File: src/hdl/remap_entry_defs.svh
/*
 * bit positions and encodings of the low control fields of one remap table entry.
 * assumes entries arrive as a 16-bit low word, bit 0 first.
 */
`ifndef REMAP_ENTRY_DEFS_SVH
`define REMAP_ENTRY_DEFS_SVH

`define ENTRY_VALID_POS 0
`define FAULT_SUPPRESS_POS 1
`define DEST_INTERP_POS 2
`define REDIR_HINT_POS 3
`define TRIGGER_TYPE_POS 4
`define DELIVERY_LO_POS 5
`define DELIVERY_HI_POS 7
`define DELIVERY_ALL 3'h0
`define DELIVERY_ONE 3'h1

`endif

File: src/hdl/remap_entry_pkg.sv
/*
 * types shared by the remap entry decoder.
 * assumes remap_entry_defs.svh holds the field positions.
 */
package remap_entry_pkg;
    typedef struct packed {
        logic level_trigger;   // 1 level, 0 edge
        logic logical_dest;    // 1 logical id, 0 physical id
        logic redirect;        // 1 pick one of n processors
        logic deliver_one;     // delivery kind picks one agent
        logic deliver_all;     // delivery kind names all agents
    } target_type;
endpackage
File: src/hdl/remap_entry_low_field_decoder.sv
/*
 * decoder for the low control fields of a remap table entry: block or process,
 * targeting, fault reporting.
 * assumes one request per cycle from logic on clk, entry word valid alongside it.
 */
`timescale 1ns/1ps
`include "remap_entry_defs.svh"

module remap_entry_low_field_decoder #(
    parameter int ENTRY_W = 16
) (
    input wire logic clk,                       // 50 MHz clock
    input wire logic rst_n,                     // async reset, active low
    input wire logic req_valid,                 // request referencing entry
    input wire logic [ENTRY_W-1:0] entry_word,  // low word of the entry
    input wire logic req_fault,                 // other fault seen on this request
    output logic done_q,                        // pulse: decision ready
    output logic blocked_q,                     // request blocked
    output logic processed_q,                   // request passed on
    output remap_entry_pkg::target_type target_q, // targeting of passed request
    output logic single_target_q,               // directed to the named processor
    output logic fault_event_q                  // pulse: fault recorded and reported
);

    ////////////////////////////////////////////////////////////////////////////
    wire logic valid_bit = entry_word[`ENTRY_VALID_POS];
    wire logic fault_suppression_bit = entry_word[`FAULT_SUPPRESS_POS];
    wire logic destination_interpretation_bit = entry_word[`DEST_INTERP_POS];
    wire logic redirection_hint_bit = entry_word[`REDIR_HINT_POS];
    wire logic trigger_type_bit = entry_word[`TRIGGER_TYPE_POS];
    wire logic [2:0] delivery_kind_field = entry_word[`DELIVERY_HI_POS:`DELIVERY_LO_POS];

    wire logic block_now = req_valid && !valid_bit;
    wire logic pass_now = req_valid && valid_bit;
    // suppression read regardless of the valid check, so unallocated entries with it set stay quiet
    wire logic fault_now = req_valid && (block_now || req_fault) && !fault_suppression_bit;

    // fields masked by valid so stale garbage never leaks out
    remap_entry_pkg::target_type target_d;
    assign target_d.level_trigger = pass_now && trigger_type_bit;
    assign target_d.logical_dest = pass_now && destination_interpretation_bit;
    assign target_d.redirect = pass_now && redirection_hint_bit;
    assign target_d.deliver_all = pass_now && (delivery_kind_field == `DELIVERY_ALL);
    assign target_d.deliver_one = pass_now && (delivery_kind_field == `DELIVERY_ONE);
    wire logic single_d = pass_now && !redirection_hint_bit;

    ////////////////////////////////////////////////////////////////////////////
    always_ff @(posedge clk or negedge rst_n) begin
        if (!rst_n) begin
            done_q <= 1'b0;
            blocked_q <= 1'b0;
            processed_q <= 1'b0;
            target_q <= '0;
            single_target_q <= 1'b0;
            fault_event_q <= 1'b0;
        end else begin
            done_q <= req_valid;
            blocked_q <= block_now;
            processed_q <= pass_now;
            target_q <= target_d;
            single_target_q <= single_d;
            fault_event_q <= fault_now;
        end
    end

    ////////////////////////////////////////////////////////////////////////////
    // decision: exactly one answer per request, one cycle after it is taken
    property p_block;
        @(posedge clk) disable iff (!rst_n)
            req_valid && !valid_bit |=> blocked_q && !processed_q;
    endproperty
    a_block: assert property (p_block) else $error("invalid entry not blocked");

    property p_pass;
        @(posedge clk) disable iff (!rst_n)
            req_valid && valid_bit |=> processed_q && !blocked_q;
    endproperty
    a_pass: assert property (p_pass) else $error("valid entry not processed");

    property p_done;
        @(posedge clk) disable iff (!rst_n)
            req_valid |=> done_q;
    endproperty
    a_done: assert property (p_done) else $error("request not answered");

    property p_quiet;
        @(posedge clk) disable iff (!rst_n)
            !req_valid |=> !done_q && !blocked_q && !processed_q && !fault_event_q;
    endproperty
    a_quiet: assert property (p_quiet) else $error("answer without request");

    property p_one_way;
        @(posedge clk) disable iff (!rst_n)
            done_q |-> blocked_q != processed_q;
    endproperty
    a_one_way: assert property (p_one_way) else $error("answer neither or both");

    ////////////////////////////////////////////////////////////////////////////
    // targeting: only a processed request may carry fields
    property p_trig;
        @(posedge clk) disable iff (!rst_n)
            req_valid && valid_bit |=> target_q.level_trigger == $past(trigger_type_bit);
    endproperty
    a_trig: assert property (p_trig) else $error("trigger type wrong");

    property p_ignore;
        @(posedge clk) disable iff (!rst_n)
            !processed_q |-> !target_q.level_trigger && !target_q.redirect && !target_q.logical_dest;
    endproperty
    a_ignore: assert property (p_ignore) else $error("fields used on invalid entry");

    property p_blank_target;
        @(posedge clk) disable iff (!rst_n)
            req_valid && !valid_bit |=> target_q == '0 && !single_target_q;
    endproperty
    a_blank_target: assert property (p_blank_target) else $error("blocked request carries target");

    property p_idle_target;
        @(posedge clk) disable iff (!rst_n)
            !done_q |-> target_q == '0 && !single_target_q;
    endproperty
    a_idle_target: assert property (p_idle_target) else $error("target without answer");

    property p_single;
        @(posedge clk) disable iff (!rst_n)
            processed_q |-> single_target_q != target_q.redirect;
    endproperty
    a_single: assert property (p_single) else $error("hint targeting wrong");

    property p_direct;
        @(posedge clk) disable iff (!rst_n)
            req_valid && valid_bit && !redirection_hint_bit |=> single_target_q && !target_q.redirect;
    endproperty
    a_direct: assert property (p_direct) else $error("named processor not targeted");

    property p_hint_one;
        @(posedge clk) disable iff (!rst_n)
            req_valid && valid_bit && redirection_hint_bit |=> !single_target_q;
    endproperty
    a_hint_one: assert property (p_hint_one) else $error("hint ignored");

    property p_single_owned;
        @(posedge clk) disable iff (!rst_n)
            single_target_q |-> processed_q;
    endproperty
    a_single_owned: assert property (p_single_owned) else $error("single target on blocked request");

    property p_redir;
        @(posedge clk) disable iff (!rst_n)
            req_valid && valid_bit && redirection_hint_bit |=> target_q.redirect;
    endproperty
    a_redir: assert property (p_redir) else $error("redirect missing");

    property p_dest;
        @(posedge clk) disable iff (!rst_n)
            req_valid && valid_bit |=> target_q.logical_dest == $past(destination_interpretation_bit);
    endproperty
    a_dest: assert property (p_dest) else $error("destination interpretation wrong");

    property p_kind;
        @(posedge clk) disable iff (!rst_n)
            req_valid && valid_bit && delivery_kind_field == `DELIVERY_ONE
            |=> target_q.deliver_one && !target_q.deliver_all;
    endproperty
    a_kind: assert property (p_kind) else $error("delivery kind wrong");

    property p_kind_all;
        @(posedge clk) disable iff (!rst_n)
            req_valid && valid_bit && delivery_kind_field == `DELIVERY_ALL
            |=> target_q.deliver_all && !target_q.deliver_one;
    endproperty
    a_kind_all: assert property (p_kind_all) else $error("delivery to all wrong");

    // other kinds are left to later stages, so both flags stay low
    property p_kind_other;
        @(posedge clk) disable iff (!rst_n)
            req_valid && valid_bit && delivery_kind_field > `DELIVERY_ONE
            |=> !target_q.deliver_all && !target_q.deliver_one;
    endproperty
    a_kind_other: assert property (p_kind_other) else $error("unknown delivery kind flagged");

    ////////////////////////////////////////////////////////////////////////////
    property p_report;
        @(posedge clk) disable iff (!rst_n)
            req_valid && !fault_suppression_bit && (!valid_bit || req_fault) |=> fault_event_q;
    endproperty
    a_report: assert property (p_report) else $error("fault not reported");

    property p_suppress;
        @(posedge clk) disable iff (!rst_n)
            req_valid && fault_suppression_bit |=> !fault_event_q;
    endproperty
    a_suppress: assert property (p_suppress) else $error("suppressed fault reported");

    property p_clean_pass;
        @(posedge clk) disable iff (!rst_n)
            req_valid && valid_bit && !req_fault |=> !fault_event_q;
    endproperty
    a_clean_pass: assert property (p_clean_pass) else $error("fault raised on clean request");

    property p_pass_report;
        @(posedge clk) disable iff (!rst_n)
            req_valid && valid_bit && req_fault && !fault_suppression_bit |=> fault_event_q && processed_q;
    endproperty
    a_pass_report: assert property (p_pass_report) else $error("fault on processed request lost");

    property p_block_quiet;
        @(posedge clk) disable iff (!rst_n)
            req_valid && !valid_bit && fault_suppression_bit |=> blocked_q && !fault_event_q;
    endproperty
    a_block_quiet: assert property (p_block_quiet) else $error("suppressed block reported");

    property p_event_owned;
        @(posedge clk) disable iff (!rst_n)
            fault_event_q |-> done_q;
    endproperty
    a_event_owned: assert property (p_event_owned) else $error("fault event without request");

endmodule

File: config.mk
export PLATFORM = sky130hd
export DESIGN_NAME = remap_entry_low_field_decoder
export DESIGN_NICKNAME = d
export VERILOG_FILES = /design/src/hdl/remap_entry_pkg.sv /design/src/hdl/remap_entry_low_field_decoder.sv
export VERILOG_INCLUDE_DIRS = /design/src /design/src/hdl
export SDC_FILE = /design/constraint.sdc
export NUM_CORES = 1
export LEC_CHECK = 0
export BUFFER_PORTS_ARGS = -buffer_cell sky130_fd_sc_hd__buf_2
export CAP_MARGIN = 20
export CORE_AREA = 3 3 40 42
export CTS_BUF_LIST = sky130_fd_sc_hd__clkbuf_16
export DETAILED_ROUTE_END_ITERATION = 8
export DIE_AREA = 0 0 43 45
export GPL_TIMING_DRIVEN = 0
export HOLD_SLACK_MARGIN = 0.03
export MAX_ROUTING_LAYER = met4
export PLACE_DENSITY = 0.63
export SLEW_MARGIN = 20
export SYNTH_ARGS = -nofsm -noshare
export SYNTH_HDL_FRONTEND = slang
export SYNTH_SLANG_ARGS = --single-unit
File: constraint.sdc
create_clock -name clk -period 0.8 [get_ports clk]
set_clock_uncertainty 0.05 [all_clocks]
set_input_delay 0.04 -clock clk [delete_from_list [all_inputs] [get_ports clk]]
set_output_delay 0.04 -clock clk [all_outputs]
set_load 0.1 [all_outputs]
Word-level counts from Yosys, hierarchy flattened

Cells that the tools add are included.
Widths: inputs -> output; s select.

Flip-flop bits (word level): 10
Bits of input ports: 20
Output and inout port bits: 10
Logic and storage cells: 26

Eq/ne operators: 1
Reduce and logical (&&, ||, !) cells: 15

Operator list:

| kind               | number |
|---|---|
| $logic_and 1x1->1  | 10 |
| $eq 3x1->1 const B | 1 |
| $logic_not 1->1    | 3 |
| $logic_not 3->1    | 1 |
| $logic_or 1x1->1   | 1 |

Longest topological paths before layout

Depth after elaboration: 5
Gate-level depth with buffers: 2
Mapped depth without buffers: 2

Worst setup path after synthesis

Ideal clock, no wire load.

Path kind: register to output
Start: reg blocked_q
End: out blocked_q
Arrival: 0.883 ns
Data required time: 0.710 ns
Setup slack: -0.173 ns
Stages on the path, launching flop included: 1
Buffers on the path: 0
Cells stage by stage: dfrtp_1

RTL lines:

| item                   | RTL line                            | source |
|---|---|---|
| start, declared        | remap_entry_low_field_decoder.sv:18 | `output logic blocked_q,` |
| start signal, assigned | remap_entry_low_field_decoder.sv:58 | `blocked_q <= block_now;` |

No word-level cell between the ends.

Worst setup path after layout

Start: reg target_q[1] (netlist name)
End: out target_q[1] (netlist name)

RTL lines:

| item                   | RTL line                            | source |
|---|---|---|
| start, declared        | remap_entry_low_field_decoder.sv:20 | `output remap_entry_pkg::target_type target_q,` |
| start signal, assigned | remap_entry_low_field_decoder.sv:60 | `target_q <= target_d;` |

No word-level cell between the ends.

==> flow_metrics.tcl <==
set metrics [dict create \
    drt-wirelength-per-cell_um 12.0 \
    grt_pass1_wl_um 1160 \
    p_sw_mw 0.421 \
    syn_area_per_cell_um2 16.0 \
    drt-pass1-iter-count 1 \
    slew_headroom_pct 84.5 \
    synth-seq-area-share_pct 74.6 \
    yosysTopAreaCell "dfrtp_1" \
    post-cts-setup-buffers 0 \
    comb_power_share_pct 17.2 \
    cp_max_fo 1 \
    syn_to_final_growth_pct 109 \
    fp.dieH_um 45 \
    cts_tree "built" \
    root_buffer "clkbuf_16" \
    setup_ws_ns -0.108 \
    cts.sinks 10 \
    die_area_um2 1940 \
    worstHoldStart "entry_word[5]" \
    syn-instance-count 21 \
    cpPeakStageDelay_ns 0.41 \
    critPathSlowestCell "dfrtp_2" \
    fin_crit_sh_pct 114 \
    routabilityCongestion 0.573 \
    cp_cell_sequence "buf_12" \
    status "finished, violations left" \
    whs_path_depth 2 \
    hold_viol_final 2 \
    path_class "reg2out" \
    post-route-drc-count 0 \
    htreeDepth 1 \
    cts_max_path_buffers 2 \
    max_freq_ghz 1.10 \
    num_vias 263 \
    num_io_pins 30 \
    yosys-top-cells-area "dfrtp_1 75%, and3_2 6.7%, nor4b_2 4.5%, nor3b_2 3.7%, and2b_2 2.6%" \
    ys_ff_latch 10 \
    grt_overflow_total 0 \
    synth_area_um2 335 \
    grtUsageTotal_pct 9.04 \
    synth_nets 41 \
    min_period_ns 0.908 \
    routed_via_density 4.11 \
    startpoint_type "flop" \
    hold-path-endpoint "target_q[0]" \
    route.final.wire_length_um 766 \
    sw_frac_of_total_pct 24.7 \
    critPathTopFamily "flip-flops" \
    power.leakage_nw 0.328 \
    n_antenna_cell 0 \
    yosysUniqueCellTypes 10 \
    hold_ws_ns -0.0776 \
    core_um2 1280 \
    initial_core_util_pct 26.1 \
    p_total_mw 1.71 \
    fin_util_pct 54.4 \
    hp-class "in2reg" \
    yosys_warnings 0 \
    final_common_cell "dfrtp_2" \
    pwr-share-seq_pct 31.9 \
    setup-tns-final_ns -0.949 \
    grt_pass1_vias 256 \
    cp-end-kind "output port" \
    rsz0062_at_grt "true" \
    antenna_found_initial 0 \
    p_clk_share_pct 50.9 \
    die_w_um 43 \
    ant_nets 0 \
    final-setup-viol-count 10 \
    path_clk_slew_ns 0.04 \
    synth_top_cell_area_share_pct 74.6 \
    worst-path-buf-inv 1 \
    slew_viol_final 0 \
    failed_checks "hold timing, setup timing" \
    worst_ep_arrival_time_ns 0.82 \
    final_cell_mix "10 x dfrtp_2, 9 x buf_2, 5 x dlygate4sd3_1, 4 x buf_12" \
    drtIter0Drc 0 \
    p_per_area_nw_per_um2 2440 \
    crit_required_ns 0.71 \
    max_cap_viol_count 0 \
    grt_max_degree 11 \
    peakVddDrop_mv 1.16 \
    hold_buffers 5 \
    io_buffers 21 \
    drive_gt1_share_pct 79.6 \
    post-place-ws_ns -0.0382 \
    numCtsBuffers 3 \
    nets 70 \
    num_rows 13 \
    p_int_mw 1.29 \
    worst_pin_slew_ns 0.231 \
]
## metal layers
layer	part of all wire, %	track usage (%)	vias up
li1	-	-	125
met3	4.6	1.20	2
met1	36	9.02	125
met4	2.1	9.04	0
met2	57	15.0	11
met5	0	-	-
## timing repair
| item | 4_1_cts | 5_1_grt |
|---|---|---|
| gates resized for setup | 23 | 8 |
| cloned | 0 | 0 |
| hold endpoints to repair | 17 | 2 |
| setup endpoints to repair | 10 | 12 |
## registers in the layout (all words and copies together) (netlist names)
register	cells
target_q	5
blocked_q	1
done_q	1
fault_event_q	1
processed_q	1
single_target_q	1
## layout make-up
| type | count | area, um^2 |
|---|---|---|
| fill | 115 | 586 |
| inverter | 1 | 3.75 |
| timing repair buffer | 24 | 254 |
| sequential | 10 | 263 |
| clock inverter | 1 | 3.75 |
| clock buffer | 3 | 75.1 |
| multi-input combinational | 10 | 81.3 |
| tap | 15 | 18.8 |
## power groups by stage
stage	Combinational [mW]	Clock (mW)	Sequential, mW
3_5_place_dp	0.238	0	0.542
4_1_cts	0.288	0.880	0.542
3_3_place_gp	0.236	0	0.542
2_1_floorplan	0.0205	0	0.691
5_1_grt	0.307	0.908	0.546
6_report	0.294	0.869	0.544
## metrics by stage
step	cells	instance area (um^2)
detailed placement	57	472
global placement	57	472
global route	64	699
CTS	66	674
finish	64	699
floorplan	21	348
## worst max-delay path by stage
| stage | startpoint | to | slack [ns] | cells past startpoint |
|---|---|---|---|---|
| 2_1_floorplan | blocked_q | blocked_q | 0.06 | 0 |
| 3_3_place_gp | single_target_q | single_target_q | -0.03 | 1 |
| 3_5_place_dp | target_q[1] | target_q[1] | -0.04 | 1 |
| 4_1_cts | target_q[1] | target_q[1] | -0.11 | 1 |
| 5_1_grt | target_q[1] | target_q[1] | -0.13 | 1 |
| 6_report | target_q[1] | target_q[1] | -0.11 | 1 |
## synthesized netlist by cell type
library cell	instances
nor2b_1	1
nor2_1	1
nor4b_2	1
nand2_2	1
inv_1	1
and2b_2	1
and3_2	3
nor3b_2	1
nor4_1	1
dfrtp_1	10
## cell families after synthesis
group                  after synthesis  share of synthesized area [%]
and+or+nand+nor                     10                           24.3
DFF                                 10                           74.6
buffers and inverters                1                           1.12
Note: power is estimated with default switching activity, not from simulation.
